File: src/wdt_params.svh
/*
 * offsets, field positions, reset values and key of the watchdog
 * register interface; assumes 12-bit byte addresses on the apb side
 */
`ifndef WDT_PARAMS_SVH
`define WDT_PARAMS_SVH

`define WDT_OFS_LOAD 12'h000
`define WDT_OFS_COUNT 12'h004
`define WDT_OFS_CTRL 12'h008
`define WDT_OFS_ICLR 12'h00c
`define WDT_OFS_RIS 12'h010
`define WDT_OFS_MIS 12'h014
`define WDT_OFS_STALL 12'h418
`define WDT_OFS_LOCK 12'hc00
`define WDT_OFS_ID4 12'hfd0
`define WDT_OFS_ID5 12'hfd4

`define WDT_CTRL_TIMEOUT_IRQ_ENABLE_BIT 0
`define WDT_CTRL_RESET_OUTPUT_ENABLE_BIT 1
`define WDT_STALL_BIT 8
`define WDT_STATUS_BIT 0

`define WDT_LOAD_RESET 32'h0fffffff
`define WDT_COUNT_RESET 32'h0fffffff
`define WDT_UNLOCK_KEY 32'h1acce551
`define WDT_LOCKED_VAL 32'h00000001
`define WDT_UNLOCKED_VAL 32'h00000000

`endif

File: src/wdt_pkg.sv
/*
 * types shared by the watchdog register interface;
 * assumes nothing of its surroundings
 */
package wdt_pkg;
    typedef enum logic [3:0] {
        ST_OFF = 4'b0001,
        ST_RUN = 4'b0010,
        ST_PEND = 4'b0100,
        ST_RESET = 4'b1000
    } wdt_state_t;

    typedef enum logic [3:0] {
        SEL_LOAD = 4'h0,
        SEL_COUNT = 4'h1,
        SEL_CTRL = 4'h2,
        SEL_ICLR = 4'h3,
        SEL_RIS = 4'h4,
        SEL_MIS = 4'h5,
        SEL_STALL = 4'h6,
        SEL_LOCK = 4'h7,
        SEL_ID4 = 4'h8,
        SEL_ID5 = 4'h9,
        SEL_NONE = 4'hf
    } wdt_sel_t;
endpackage : wdt_pkg

File: src/wdt_decode.sv
/*
 * apb address decoder of the watchdog registers;
 * assumes a byte address whose low two bits select no register
 */
`timescale 1ns/1ps
`include "wdt_params.svh"

module wdt_decode import wdt_pkg::*; #(
    parameter int ADDR_W = 12
) (
    input wire logic [ADDR_W-1:0] addr,
    output wdt_sel_t sel,
    output logic mapped
);
    function automatic logic hit(input logic [ADDR_W-1:0] a,
                                 input logic [11:0] ofs);
        hit = (a[ADDR_W-1:2] == ofs[ADDR_W-1:2]);
    endfunction : hit

    assign sel = hit(addr, `WDT_OFS_LOAD) ? SEL_LOAD :
                 hit(addr, `WDT_OFS_COUNT) ? SEL_COUNT :
                 hit(addr, `WDT_OFS_CTRL) ? SEL_CTRL :
                 hit(addr, `WDT_OFS_ICLR) ? SEL_ICLR :
                 hit(addr, `WDT_OFS_RIS) ? SEL_RIS :
                 hit(addr, `WDT_OFS_MIS) ? SEL_MIS :
                 hit(addr, `WDT_OFS_STALL) ? SEL_STALL :
                 hit(addr, `WDT_OFS_LOCK) ? SEL_LOCK :
                 hit(addr, `WDT_OFS_ID4) ? SEL_ID4 :
                 hit(addr, `WDT_OFS_ID5) ? SEL_ID5 : SEL_NONE;
    assign mapped = (sel != SEL_NONE);
endmodule : wdt_decode

File: src/wdt_counter.sv
/*
 * 32-bit down counter with synchronous reload;
 * assumes reload has priority over the decrement
 */
`timescale 1ns/1ps
`include "wdt_params.svh"

module wdt_counter #(
    parameter int WIDTH = 32
) (
    input wire logic pclk,
    input wire logic presetn,
    input wire logic ce,
    input wire logic reload,
    input wire logic [WIDTH-1:0] reload_val,
    input wire logic dec,
    output logic [WIDTH-1:0] count,
    output logic zero
);
    logic [WIDTH-1:0] count_reg;
    logic [WIDTH-1:0] count_next;

    assign count_next = reload ? reload_val :
                        (dec && count_reg != '0) ?
                        count_reg - WIDTH'(1) : count_reg;
    assign count = count_reg;
    assign zero = (count_reg == '0);

    always_ff @(posedge pclk or negedge presetn) begin
        if (!presetn) begin
            count_reg <= WIDTH'(`WDT_COUNT_RESET);
        end else if (ce) begin
            count_reg <= count_next;
        end
    end
endmodule : wdt_counter

File: src/wdt_top.sv
/*
 * watchdog timer register interface: apb slave, control and lock
 * registers, time-out sequencing, interrupt and system reset outputs.
 * assumes apb signals synchronous to pclk and a level cpu_halted from
 * the debug logic
 */
// The APB register port was decided locally.
// Behaviour
// [RQ1] count register reads live counter, ignores writes
// [RQ2] control writes ignored once interrupt enabled
// [RQ3] bit 1 gates reset on second time-out
// [RQ4] bit 0 sticky until hardware reset
// [RQ5] interrupt clear write clears irq, reloads
// [RQ6] software ignores interrupt clear read value
// [RQ7] raw status bit shows unmasked interrupt
// [RQ8] masked status is raw AND enable
// [RQ9] unlock key opens writes to registers
// [RQ10] other lock value blocks register writes
// [RQ11] lock read returns one locked, zero open
// [RQ12] stall bit freezes counter while halted
// [RQ13] software preserves reserved bits
// [RQ14] ident registers fixed, byte in 7:0
// [RQ15] first time-out raises irq and reloads
// [RQ16] second time-out uncleared asserts system reset
// [RQ17] load write reloads counter; zero fires
`timescale 1ns/1ps
`include "wdt_params.svh"

module wdt_top import wdt_pkg::*; #(
    parameter int ADDR_W = 12,
    parameter int COUNT_W = 32,
    // arbitrary identification values
    parameter logic [7:0] IDENT_FOUR = 8'h5a,
    parameter logic [7:0] IDENT_FIVE = 8'ha5
) (
    input wire logic pclk,
    input wire logic presetn,
    input wire logic ce,
    input wire logic psel,
    input wire logic penable,
    input wire logic pwrite,
    input wire logic [ADDR_W-1:0] paddr,
    input wire logic [31:0] pwdata,
    output logic [31:0] prdata,
    output logic pready,
    output logic pslverr,
    input wire logic cpu_halted,
    output logic timeout_interrupt,
    output logic system_reset
);
    wdt_state_t state_reg;
    wdt_state_t state_next;
    wdt_sel_t sel;
    logic mapped;

    logic [31:0] reload_value_reg;
    logic timeout_irq_enable_reg;
    logic reset_output_enable_reg;
    logic stall_enable_reg;
    logic locked_reg;
    logic raw_irq_reg;
    logic [31:0] prdata_reg;
    logic pready_reg;
    logic pslverr_reg;
    logic irq_out_reg;
    logic sys_reset_reg;

    logic [COUNT_W-1:0] count_val;
    logic count_zero;

    // apb phase decode
    wire setup_phase = psel && !penable;
    wire access_done = psel && penable && pready_reg;
    wire wr_access = access_done && pwrite;
    wire wr_allowed = wr_access && (!locked_reg || sel == SEL_LOCK); // RQ10

    wire wr_load = wr_allowed && sel == SEL_LOAD;
    wire wr_ctrl = wr_allowed && sel == SEL_CTRL
                   && !timeout_irq_enable_reg; // RQ2
    wire wr_iclr = wr_allowed && sel == SEL_ICLR;
    wire wr_stall = wr_allowed && sel == SEL_STALL;
    wire wr_lock = wr_access && sel == SEL_LOCK;

    wire enable_rise = wr_ctrl && pwdata[`WDT_CTRL_TIMEOUT_IRQ_ENABLE_BIT];
    wire counting = timeout_irq_enable_reg && state_reg != ST_RESET;
    wire stalled = stall_enable_reg && cpu_halted;
    wire timeout_evt = counting && count_zero && !stalled;

    wire mis_bit = raw_irq_reg && timeout_irq_enable_reg; // RQ8

    wire counter_reload = wr_load || wr_iclr || enable_rise
                          || timeout_evt;
    wire [COUNT_W-1:0] counter_src = wr_load ? pwdata[COUNT_W-1:0] :
                                     reload_value_reg[COUNT_W-1:0];
    wire counter_dec = counting && !stalled;

    wire raw_irq_next = (timeout_evt && state_reg != ST_RESET)
                        || (raw_irq_reg && !wr_iclr);
    wire ctl_en_next = timeout_irq_enable_reg
                       || (wr_ctrl && pwdata[`WDT_CTRL_TIMEOUT_IRQ_ENABLE_BIT]);

    // read data, reserved bits as zero
    wire [31:0] rd_mux =
        (sel == SEL_LOAD) ? reload_value_reg :
        (sel == SEL_COUNT) ? 32'(count_val) :
        (sel == SEL_CTRL) ? {30'h0, reset_output_enable_reg,
                             timeout_irq_enable_reg} :
        (sel == SEL_RIS) ? {31'h0, raw_irq_reg} :
        (sel == SEL_MIS) ? {31'h0, mis_bit} :
        (sel == SEL_STALL) ? {23'h0, stall_enable_reg, 8'h00} :
        (sel == SEL_LOCK) ? (locked_reg ? `WDT_LOCKED_VAL :
                             `WDT_UNLOCKED_VAL) :
        (sel == SEL_ID4) ? {24'h0, IDENT_FOUR} :
        (sel == SEL_ID5) ? {24'h0, IDENT_FIVE} : 32'h0;

    wdt_decode #(
        .ADDR_W(ADDR_W)
    ) u_decode (
        .addr(paddr),
        .sel(sel),
        .mapped(mapped)
    );

    wdt_counter #(
        .WIDTH(COUNT_W)
    ) u_counter (
        .pclk(pclk),
        .presetn(presetn),
        .ce(ce),
        .reload(counter_reload), // RQ5 RQ15 RQ17
        .reload_val(counter_src),
        .dec(counter_dec), // RQ12
        .count(count_val),
        .zero(count_zero)
    );

    // time-out sequencing
    always_comb begin
        state_next = state_reg;
        case (state_reg)
            ST_OFF: begin
                if (enable_rise) begin
                    state_next = ST_RUN;
                end
            end
            ST_RUN: begin
                if (timeout_evt) begin
                    state_next = ST_PEND; // RQ15
                end
            end
            ST_PEND: begin
                if (timeout_evt && reset_output_enable_reg) begin
                    state_next = ST_RESET; // RQ3 RQ16
                end else if (wr_iclr && !timeout_evt) begin
                    state_next = ST_RUN;
                end
            end
            ST_RESET: begin
                state_next = ST_RESET;
            end
            default: begin
                state_next = ST_OFF;
            end
        endcase
    end

    always_ff @(posedge pclk or negedge presetn) begin
        if (!presetn) begin
            state_reg <= ST_OFF;
            raw_irq_reg <= 1'b0;
            irq_out_reg <= 1'b0;
            sys_reset_reg <= 1'b0;
        end else if (ce) begin
            state_reg <= state_next;
            raw_irq_reg <= raw_irq_next; // RQ5 RQ7 RQ15
            irq_out_reg <= raw_irq_next && ctl_en_next;
            sys_reset_reg <= (state_next == ST_RESET);
        end
    end

    always_ff @(posedge pclk or negedge presetn) begin
        if (!presetn) begin
            reload_value_reg <= `WDT_LOAD_RESET;
        end else if (ce && wr_load) begin
            reload_value_reg <= pwdata; // RQ17
        end
    end

    always_ff @(posedge pclk or negedge presetn) begin
        if (!presetn) begin
            timeout_irq_enable_reg <= 1'b0;
            reset_output_enable_reg <= 1'b0;
        end else if (ce && wr_ctrl) begin
            timeout_irq_enable_reg <= pwdata[`WDT_CTRL_TIMEOUT_IRQ_ENABLE_BIT]; // RQ4
            reset_output_enable_reg <= pwdata[`WDT_CTRL_RESET_OUTPUT_ENABLE_BIT]; // RQ2
        end
    end

    always_ff @(posedge pclk or negedge presetn) begin
        if (!presetn) begin
            stall_enable_reg <= 1'b0;
        end else if (ce && wr_stall) begin
            stall_enable_reg <= pwdata[`WDT_STALL_BIT];
        end
    end

    always_ff @(posedge pclk or negedge presetn) begin
        if (!presetn) begin
            locked_reg <= 1'b0;
        end else if (ce && wr_lock) begin
            locked_reg <= (pwdata != `WDT_UNLOCK_KEY); // RQ9 RQ10
        end
    end

    // one wait-free answer: data captured in setup, ready in access
    always_ff @(posedge pclk or negedge presetn) begin
        if (!presetn) begin
            prdata_reg <= 32'h0;
            pready_reg <= 1'b0;
            pslverr_reg <= 1'b0;
        end else if (ce) begin
            pready_reg <= setup_phase;
            pslverr_reg <= setup_phase && !mapped;
            if (setup_phase && !pwrite) begin
                prdata_reg <= rd_mux; // RQ1 RQ11 RQ14
            end
        end
    end

    assign prdata = prdata_reg;
    assign pready = pready_reg;
    assign pslverr = pslverr_reg;
    assign timeout_interrupt = irq_out_reg; // RQ8
    assign system_reset = sys_reset_reg;

    property p_count_read;
        @(posedge pclk) disable iff (!presetn)
        (ce && setup_phase && !pwrite && sel == SEL_COUNT)
        |=> (prdata == 32'($past(count_val)));
    endproperty
    a_count_read: assert property (p_count_read) // RQ1
        else $error("count read does not return live counter");

    property p_ctrl_frozen;
        @(posedge pclk) disable iff (!presetn)
        (ce && timeout_irq_enable_reg && wr_access && sel == SEL_CTRL)
        |=> $stable(reset_output_enable_reg) && timeout_irq_enable_reg;
    endproperty
    a_ctrl_frozen: assert property (p_ctrl_frozen) // RQ2
        else $error("control changed after interrupt enable");

    property p_reset_gated;
        @(posedge pclk) disable iff (!presetn)
        $rose(system_reset) |-> $past(reset_output_enable_reg)
        && $past(raw_irq_reg);
    endproperty
    a_reset_gated: assert property (p_reset_gated) // RQ3
        else $error("system reset without reset enable");

    property p_enable_sticky;
        @(posedge pclk) disable iff (!presetn)
        timeout_irq_enable_reg |=> timeout_irq_enable_reg;
    endproperty
    a_enable_sticky: assert property (p_enable_sticky) // RQ4
        else $error("interrupt enable cleared without reset");

    property p_iclr;
        @(posedge pclk) disable iff (!presetn)
        (ce && wr_iclr && !timeout_evt && !wr_load)
        |=> !raw_irq_reg && count_val == $past(reload_value_reg);
    endproperty
    a_iclr: assert property (p_iclr) // RQ5
        else $error("interrupt clear did not clear and reload");

    property p_ris_read;
        @(posedge pclk) disable iff (!presetn)
        (ce && setup_phase && !pwrite && sel == SEL_RIS)
        |=> prdata == {31'h0, $past(raw_irq_reg)};
    endproperty
    a_ris_read: assert property (p_ris_read) // RQ7
        else $error("raw status read wrong");

    property p_mis;
        @(posedge pclk) disable iff (!presetn)
        (ce && setup_phase && !pwrite && sel == SEL_MIS)
        |=> prdata[0] == ($past(raw_irq_reg)
                          && $past(timeout_irq_enable_reg));
    endproperty
    a_mis: assert property (p_mis) // RQ8
        else $error("masked status not raw and enable");

    property p_unlock;
        @(posedge pclk) disable iff (!presetn)
        (ce && wr_lock && pwdata == `WDT_UNLOCK_KEY) |=> !locked_reg;
    endproperty
    a_unlock: assert property (p_unlock) // RQ9
        else $error("key did not unlock");

    property p_lock_blocks;
        @(posedge pclk) disable iff (!presetn)
        (ce && locked_reg && wr_access && sel == SEL_LOAD)
        |=> $stable(reload_value_reg);
    endproperty
    a_lock_blocks: assert property (p_lock_blocks) // RQ10
        else $error("write passed while locked");

    property p_lock_read;
        @(posedge pclk) disable iff (!presetn)
        (ce && setup_phase && !pwrite && sel == SEL_LOCK)
        |=> prdata == {31'h0, $past(locked_reg)};
    endproperty
    a_lock_read: assert property (p_lock_read) // RQ11
        else $error("lock read not lock status");

    property p_stall;
        @(posedge pclk) disable iff (!presetn)
        (ce && stalled && !counter_reload) |=> $stable(count_val);
    endproperty
    a_stall: assert property (p_stall) // RQ12
        else $error("counter moved while stalled");

    property p_first_timeout;
        @(posedge pclk) disable iff (!presetn)
        (ce && timeout_evt && state_reg == ST_RUN && !wr_load)
        |=> raw_irq_reg && state_reg == ST_PEND
        && count_val == $past(reload_value_reg);
    endproperty
    a_first_timeout: assert property (p_first_timeout) // RQ15
        else $error("first time-out did not raise and reload");

    property p_second_timeout;
        @(posedge pclk) disable iff (!presetn)
        (ce && timeout_evt && state_reg == ST_PEND
         && reset_output_enable_reg) |=> system_reset;
    endproperty
    a_second_timeout: assert property (p_second_timeout) // RQ16
        else $error("second time-out did not reset");

    property p_load;
        @(posedge pclk) disable iff (!presetn)
        (ce && wr_load) |=> count_val == $past(pwdata);
    endproperty
    a_load: assert property (p_load) // RQ17
        else $error("load write did not reload counter");
endmodule : wdt_top

File: config.mk
export PLATFORM = sky130hd
export DESIGN_NAME = wdt_top
export DESIGN_NICKNAME = d
export VERILOG_FILES = /design/src/wdt_pkg.sv /design/src/wdt_decode.sv /design/src/wdt_counter.sv /design/src/wdt_top.sv
export VERILOG_INCLUDE_DIRS = /design/src
export SDC_FILE = /design/constraint.sdc
export NUM_CORES = 1
export LEC_CHECK = 0
export ABC_AREA = 1
export BUFFER_PORTS_ARGS = -buffer_cell sky130_fd_sc_hd__buf_2
export CAP_MARGIN = 15
export CORE_MARGIN = 8
export CORE_UTILIZATION = 45
export CTS_BUF_LIST = sky130_fd_sc_hd__clkbuf_2
export CTS_CLUSTER_DIAMETER = 200
export DETAILED_ROUTE_END_ITERATION = 10
export GPL_TIMING_DRIVEN = 0
export PLACE_DENSITY = 0.62
export SLEW_MARGIN = 10
export SYNTH_ARGS = -nofsm -noshare
export SYNTH_HDL_FRONTEND = slang
export SYNTH_SLANG_ARGS = --single-unit
File: constraint.sdc
create_clock -name pclk -period 2.5 [get_ports pclk]
set_input_delay 0.5 -clock pclk [delete_from_list [all_inputs] [get_ports pclk]]
set_output_delay 0.5 -clock pclk [all_outputs]
set_load 0.03 [all_outputs]
# Yosys cells after proc, flatten, opt, wreduce, memory -nomap -nowiden
# Index checks and enable logic that the tools add are counted.
word_totals:
  out_inout_bits: 36
  regBits: 109
  wordCells: 119
  in_bits: 51
classes:
  n_mux: 28
  n_addsub: 1
  eq_ne: 26
  reduce_logical: 51
op_table:
  columns: ["op", "n"]
  rows:
  - ["$mux W32", 5]
  - ["$mux W4", 13]
  - ["$mux W9", 4]
  - ["$logic_not A32 Y1", 1]
  - ["$ne A32 B29 Y1 const B", 1]
  - ["$reduce_bool A32 Y1", 1]
  - ["$sub A32 B1 Y32 const B", 1]
  - ["$eq A10 B10 Y1 const B", 3]
  - ["$logic_and A1 B1 Y1", 30]
  - ["$mux W8", 3]
  - ["$eq A10 B2 Y1 const B", 2]
  - ["$eq A10 B3 Y1 const B", 2]
  - ["$eq A4 B3 Y1 const B", 5]
  - ["$eq A4 B4 Y1 const B", 4]
  - ["$pmux W4 S4", 1]
  - ["$eq A4 B2 Y1 const B", 3]
  - ["$eq A10 B1 Y1 const B", 1]
  - ["$eq A10 B9 Y1 const B", 1]
  - ["$logic_not A10 Y1", 1]
  - ["$eq A4 B1 Y1 const B", 2]
  - ["$logic_not A1 Y1", 8]
  - ["$ne A4 B4 Y1 const B", 2]
  - ["$logic_or A1 B1 Y1", 6]
  - ["$logic_not A4 Y1", 1]
  - ["other kinds (4)", 5]

# Logic depth before layout (Yosys ltp)
logic_depth:
  ltp_word: 21
  depth_mapped: 16
  mapped_depth_nobuf: 15

# Modules after synthesis
# From an unflattened synthesis, not the netlist that was laid out.
unflattened:
  hier_cells: 1003
  area_unflattened_um2: 6769.0
modules_own_cells:
  columns: ["module", "cells_per_inst", "area_each_um2", "instances", "seq_area_each_um2"]
  rows:
  - ["wdt_top", 531, 4032.6, 1, 1963.1]
  - ["wdt_counter", 423, 2498.6, 1, 835.8]
  - ["wdt_decode", 49, 237.7, 1, 0.0]

# Worst setup path after synthesis
# Ideal clock, no wire load.
synth_timing:
  path_kind: "input -> register"
  startpoint: "input port paddr[5]"
  endpoint: "register u_counter.count_reg[29], in the netlist u_counter.count[29]"
  required_ps: 2384
  stages: 13
  setup_time_ps: 116
  arrival_ps: 1835
  n_path_buf: 1
  path_slack_ps: 549
  cell_sequence: "nor2_2 > nand2_1 > nor2_4 > nand2_1 > nand2_2 > nand4_1 > nor2_2 > nor2_8 > buf_2 > nand4_1 > nand2_1 > nand2_1 > nand2_1"
synth_via:
  elab_chain_cells: 21
  word_cells_on_any_way: 38
  classes_between: "12 x eq/ne; 12 x mux; 14 x reduce/logical"
synth_rtl:
  columns: ["item", "line_no", "rtl"]
  rows:
  - ["from (decl)", "wdt_top.sv:42", "input wire logic [ADDR_W-1:0] paddr,"]
  - ["$eq A10 B10 Y1", "wdt_decode.sv:17", "hit = (a[ADDR_W-1:2] == ofs[ADDR_W-1:2]);"]
  - ["$mux W3", "wdt_decode.sv:29", "hit(addr, `WDT_OFS_ID5) ? SEL_ID5 : SEL_NONE;"]
  - ["$mux W4", "wdt_decode.sv:28", "hit(addr, `WDT_OFS_ID4) ? SEL_ID4 :"]
  - ["$mux W4", "wdt_decode.sv:27", "hit(addr, `WDT_OFS_LOCK) ? SEL_LOCK :"]
  - ["$mux W4", "wdt_decode.sv:26", "hit(addr, `WDT_OFS_STALL) ? SEL_STALL :"]
  - ["$mux W4", "wdt_decode.sv:25", "hit(addr, `WDT_OFS_MIS) ? SEL_MIS :"]
  - ["$mux W4", "wdt_decode.sv:24", "hit(addr, `WDT_OFS_RIS) ? SEL_RIS :"]
  - ["$mux W4", "wdt_decode.sv:23", "hit(addr, `WDT_OFS_ICLR) ? SEL_ICLR :"]
  - ["(+5 left out)", null, null]
  - ["$logic_and A1 B1 Y1", "wdt_top.sv:75", "wire wr_allowed = wr_access && (!locked_reg || sel == SEL_LOCK);"]
  - ["$logic_and A1 B1 Y1", "wdt_top.sv:78", "wire wr_ctrl = wr_allowed && sel == SEL_CTRL"]
  - ["$logic_and A1 B1 Y1", "wdt_top.sv:79", "&& !timeout_irq_enable_reg;"]
  - ["$logic_and A1 B1 Y1", "wdt_top.sv:84", "wire enable_rise = wr_ctrl && pwdata[`WDT_CTRL_TIMEOUT_IRQ_ENABLE_BIT];"]
  - ["$logic_or A1 B1 Y1", "wdt_top.sv:91", "wire counter_reload = wr_load || wr_iclr || enable_rise"]
  - ["$logic_or A1 B1 Y1", "wdt_top.sv:92", "|| timeout_evt;"]
  - ["$reduce_bool A2 Y1 (no line)", null, null]
  - ["$reduce_and A2 Y1 (no line)", null, null]
  - ["to (signal assigned)", "wdt_counter.sv:31", "count_reg <= WIDTH'(`WDT_COUNT_RESET);"]
  - ["to (signal assigned)", "wdt_counter.sv:33", "count_reg <= count_next;"]
  - ["to (decl)", "wdt_counter.sv:20", "logic [WIDTH-1:0] count_reg;"]
# Every way passes the cells marked *; elsewhere a longest branch is shown, timed or not.
# A chain may end at the register's enable or synchronous reset.

# Worst setup path in the final report
layout_timing:
  startpoint: "register u_counter.count_reg[19], in the netlist u_counter.count[19]"
  endpoint: "register u_counter.count_reg[7], in the netlist u_counter.count[7]"
layout_via:
  elab_chain_cells: 6
  word_cells_on_any_way: 9
  classes_between: "1 x mux; 8 x reduce/logical"
layout_rtl:
  columns: ["item", "line_no", "rtl"]
  rows:
  - ["$logic_not A32 Y1", "wdt_counter.sv:27", "assign zero = (count_reg == '0);"]
  - ["$logic_and A1 B1 Y1 (2 in series)", "wdt_top.sv:87", "wire timeout_evt = counting && count_zero && !stalled;"]
  - ["$logic_or A1 B1 Y1", "wdt_top.sv:92", null]
  - ["$reduce_bool A2 Y1 (no line)", null, null]
  - ["$reduce_and A2 Y1 (no line)", null, null]
# Parallel ways exist; a longest one is shown, timed or not.

==> run_results.csv <==
group,metric,value,unit
hold_path,min_to,"reload_value_reg[21]",
clocking,clkTransAtPathRegs,370,ps
routing,drt-initial-drc-count,693,
timing,tns,0,ps
placed_design,gp_congestion,0.924,
routing,dr.pass1.iters,6,
die,core_area,14900,µm²
placed_design,hpwl,17200,µm
grt,grt_max_degree,77,
clocking,clk_latency,670,ps
grt,antenna_found_initial,1,
timing,hold_violations,0,
pwr,vdd.ir_drop.worst,0.322,mV
synthesis,seq_area_frac_synth,0.414,
critical_path,timing.rr.start,"u_counter.count[19]",
die,fp.dieH,139,µm
timing,period_share,0.951,
critical_path,end_kind,"flip-flop",
timing,worst_pin_slew,703,ps
synthesis,yosysWarnings,0,
timing,final_max_slew_viol_count,0,
routing,avgRoutedWirePerCell,17.7,µm
timing,setup_viol_count_final,0,
timing,whs,27.0,ps
synthesis,synth_edf_count,0,
synthesis,synthCells,949,
grt,grt_pass1_vias,6371,
hold_path,hold_path_class,"input pin to flip-flop",
synthesis,yosys.area.top_type,"dfstp_2",
grt,grt_usage,0.228,
pwr,powerDensity,780,nW/µm²
routing,via_per_inst,5.36,
die,row_count,45,
timing,fmaxAchievable,421,MHz
synthesis,yosysMostFrequentCell,"nand2_1",
die,ios,87,
synthesis,netlist_top_cells_area,"dfstp_2, dfrtp_1, nand2_1, o21ai_0, nand4_1",
clocking,clock-sinks,109,
clocking,htreeDepth,3,
synthesis,synth_seq_cells,109,
hold_path,whs_path_depth,3,
synthesis,syn_nets,1001,
critical_path,worstPathRequired,3080,ps
die,start_util,0.454,
routing,drc,0,
grt,grt_pass1_wl,35400,µm
timing,rsz0062_at_grt,"no",
synthesis,synthTopCellsByCount,"nand2_1, inv_1, o21ai_0, nor2_1, dfstp_2",
synthesis,synth-async-reset-ratio,1.00,
die,die_x,139,µm
synthesis,synth_ff_type,"dfstp_2",
cells_and_area,syn_to_final_growth,14.3,%
cells_and_area,drive_above_1_share,0.217,
critical_path,cp.arrival,2960,ps
clocking,cts_buffer_depth,2,
timing,relSlewSlack,0.530,
routing,ant_nets,0,
critical_path,reg2reg_to,"u_counter.count[7]",
critical_path,rrSetupSlack,120,ps
synthesis,synth_top_area_frac,0.221,
routing,vias,6702,
cells_and_area,fin_nets,1109,
cells_and_area,finalCoreUtilization,0.518,
die,die_area,19200,µm²
critical_path,worstSetupStartpointType,"flip-flop",
timing,fin_crit,2380,ps
critical_path,critPathKind,"flip-flop to flip-flop",
critical_path,crit_fanout,10,
routing,finalWirelength,22100,µm
synthesis,netlist_area,6770,µm²
clocking,cts_buffers,9,
outcome,outcome,"finished, final reports clean",
critical_path,reg2reg_depth,12,
placed_design,portBuffers,84,
critical_path,crit_path_start,"u_counter.count[19]",
pwr,leakage,3.73,nW
synthesis,syn_avg_cell_area,7.13,µm²
synthesis,synth_cell_types,41,
timing,fin_worst_skew,61.9,ps
hold_path,hp-start,"pwdata[21]",
clocking,ctsRootBufferMaster,"clkbuf_2",
grt,overflow,0,
clocking,cts_tree,"yes",
job,cap_violations,0,
## critical path, stage by stage, from the launching register on
cell and delay, ps:
dfstp_2 500, nor2_1 260, nand3_1 170, nor3_1 210, nand3_1 120, nor3_1 200, nand2_2 160, nand3_4 200
buf_6 160, nand2_1 70, nand2_1 120, nand2_1 60, nand2_1 60
## where the power goes
| part | internal, mW | switching [mW] |
|---|---|---|
| clock | 0.271 | 0.707 |
| sequential | 2.23 | 0.415 |
| combinational | 0.878 | 1.52 |
## layout by cell type, fill, tap and decap left out, drive strengths merged
cell | synthesis | routed
a21oi | 12 | 12
a31oi | 24 | 24
a41oi | 1 | 1
and2 | 1 | 1
buf | 22 | 109
bufinv | 0 | 1
clkbuf | 18 | 27
clkinv | 1 | 3
dfrtp | 52 | 52
dfstp | 57 | 57
diode | 0 | 1
dlygate4sd3 | 0 | 10
ha | 1 | 1
inv | 94 | 98
nand2 | 351 | 351
nand3 | 27 | 27
nand4 | 56 | 56
nor2 | 89 | 89
nor3 | 8 | 8
nor3b | 1 | 1
nor4 | 7 | 7
o2111ai | 1 | 1
o21ai | 92 | 92
o221ai | 1 | 1
o22ai | 2 | 2
o31ai | 1 | 1
xnor2 | 8 | 8
xor2 | 22 | 22
## layout make-up
type	count	area [µm²]
Antenna cell	1	2.50
Clock buffer	9	45.0
Multi-Input combinational cell	705	3420
Inverter	95	360
Sequential cell	109	2800
Buffer	40	204
Fill cell	1515	7190
Clock inverter	7	100
Timing Repair Buffer	97	569
Tap cell	188	235
## how the worst max path moves through the flow
stage	endpoint	cells after the start
floorplan	u_counter.count[29]	13
global placement	prdata[22]	1
detailed placement	prdata[23]	8
CTS	u_counter.count[28]	13
global route	u_counter.count[7]	13
finish	u_counter.count[7]	12
## timing repair
action | 4_1_cts | 5_1_grt
gates resized for setup | 0 | 7
hold endpoints to repair | 42 | 0
hold buffers | 10 | 0
setup endpoints to repair | 10 | 28
pin swaps | 2 | 1
buffers inserted | 2 | 0
## layer usage
metal | track usage | vias up | share of wire
li1 | - | 3304 | -
met1 | 0.328 | 3108 | 0.48
met2 | 0.337 | 252 | 0.43
met3 | 0.0346 | 38 | 0.064
met4 | 0.0889 | 0 | 0.027
met5 | 0 | - | 0
## cells by family (layout without fill, tap and decap cells)
logic type      count (synthesis)  in the layout  share of synthesized area
simple gates                  540            540                      0.356
flops                         109            109                      0.414
other cells                     0              1                          0
fa+ha+maj                       1              1                    0.00185
xor+xnor                       30             30                     0.0388
buf+inv                       135            248                     0.0832
compound gates                134            134                      0.106
## per-stage QoR
step | setup WS [ps] | instances | cell area (µm²) | total power, mW
final | 123 | 1251 | 7730 | 6.03
after global routing | 9.11 | 1251 | 7730 | 6.44
after CTS | 52.1 | 1250 | 7720 | 5.99
after detailed placement | -373 | 1222 | 7460 | 5.01
after global placement | -388 | 1221 | 7420 | 4.98
after floorplan | 549 | 949 | 6770 | 4.30
Power figures use the tool's default switching activity.
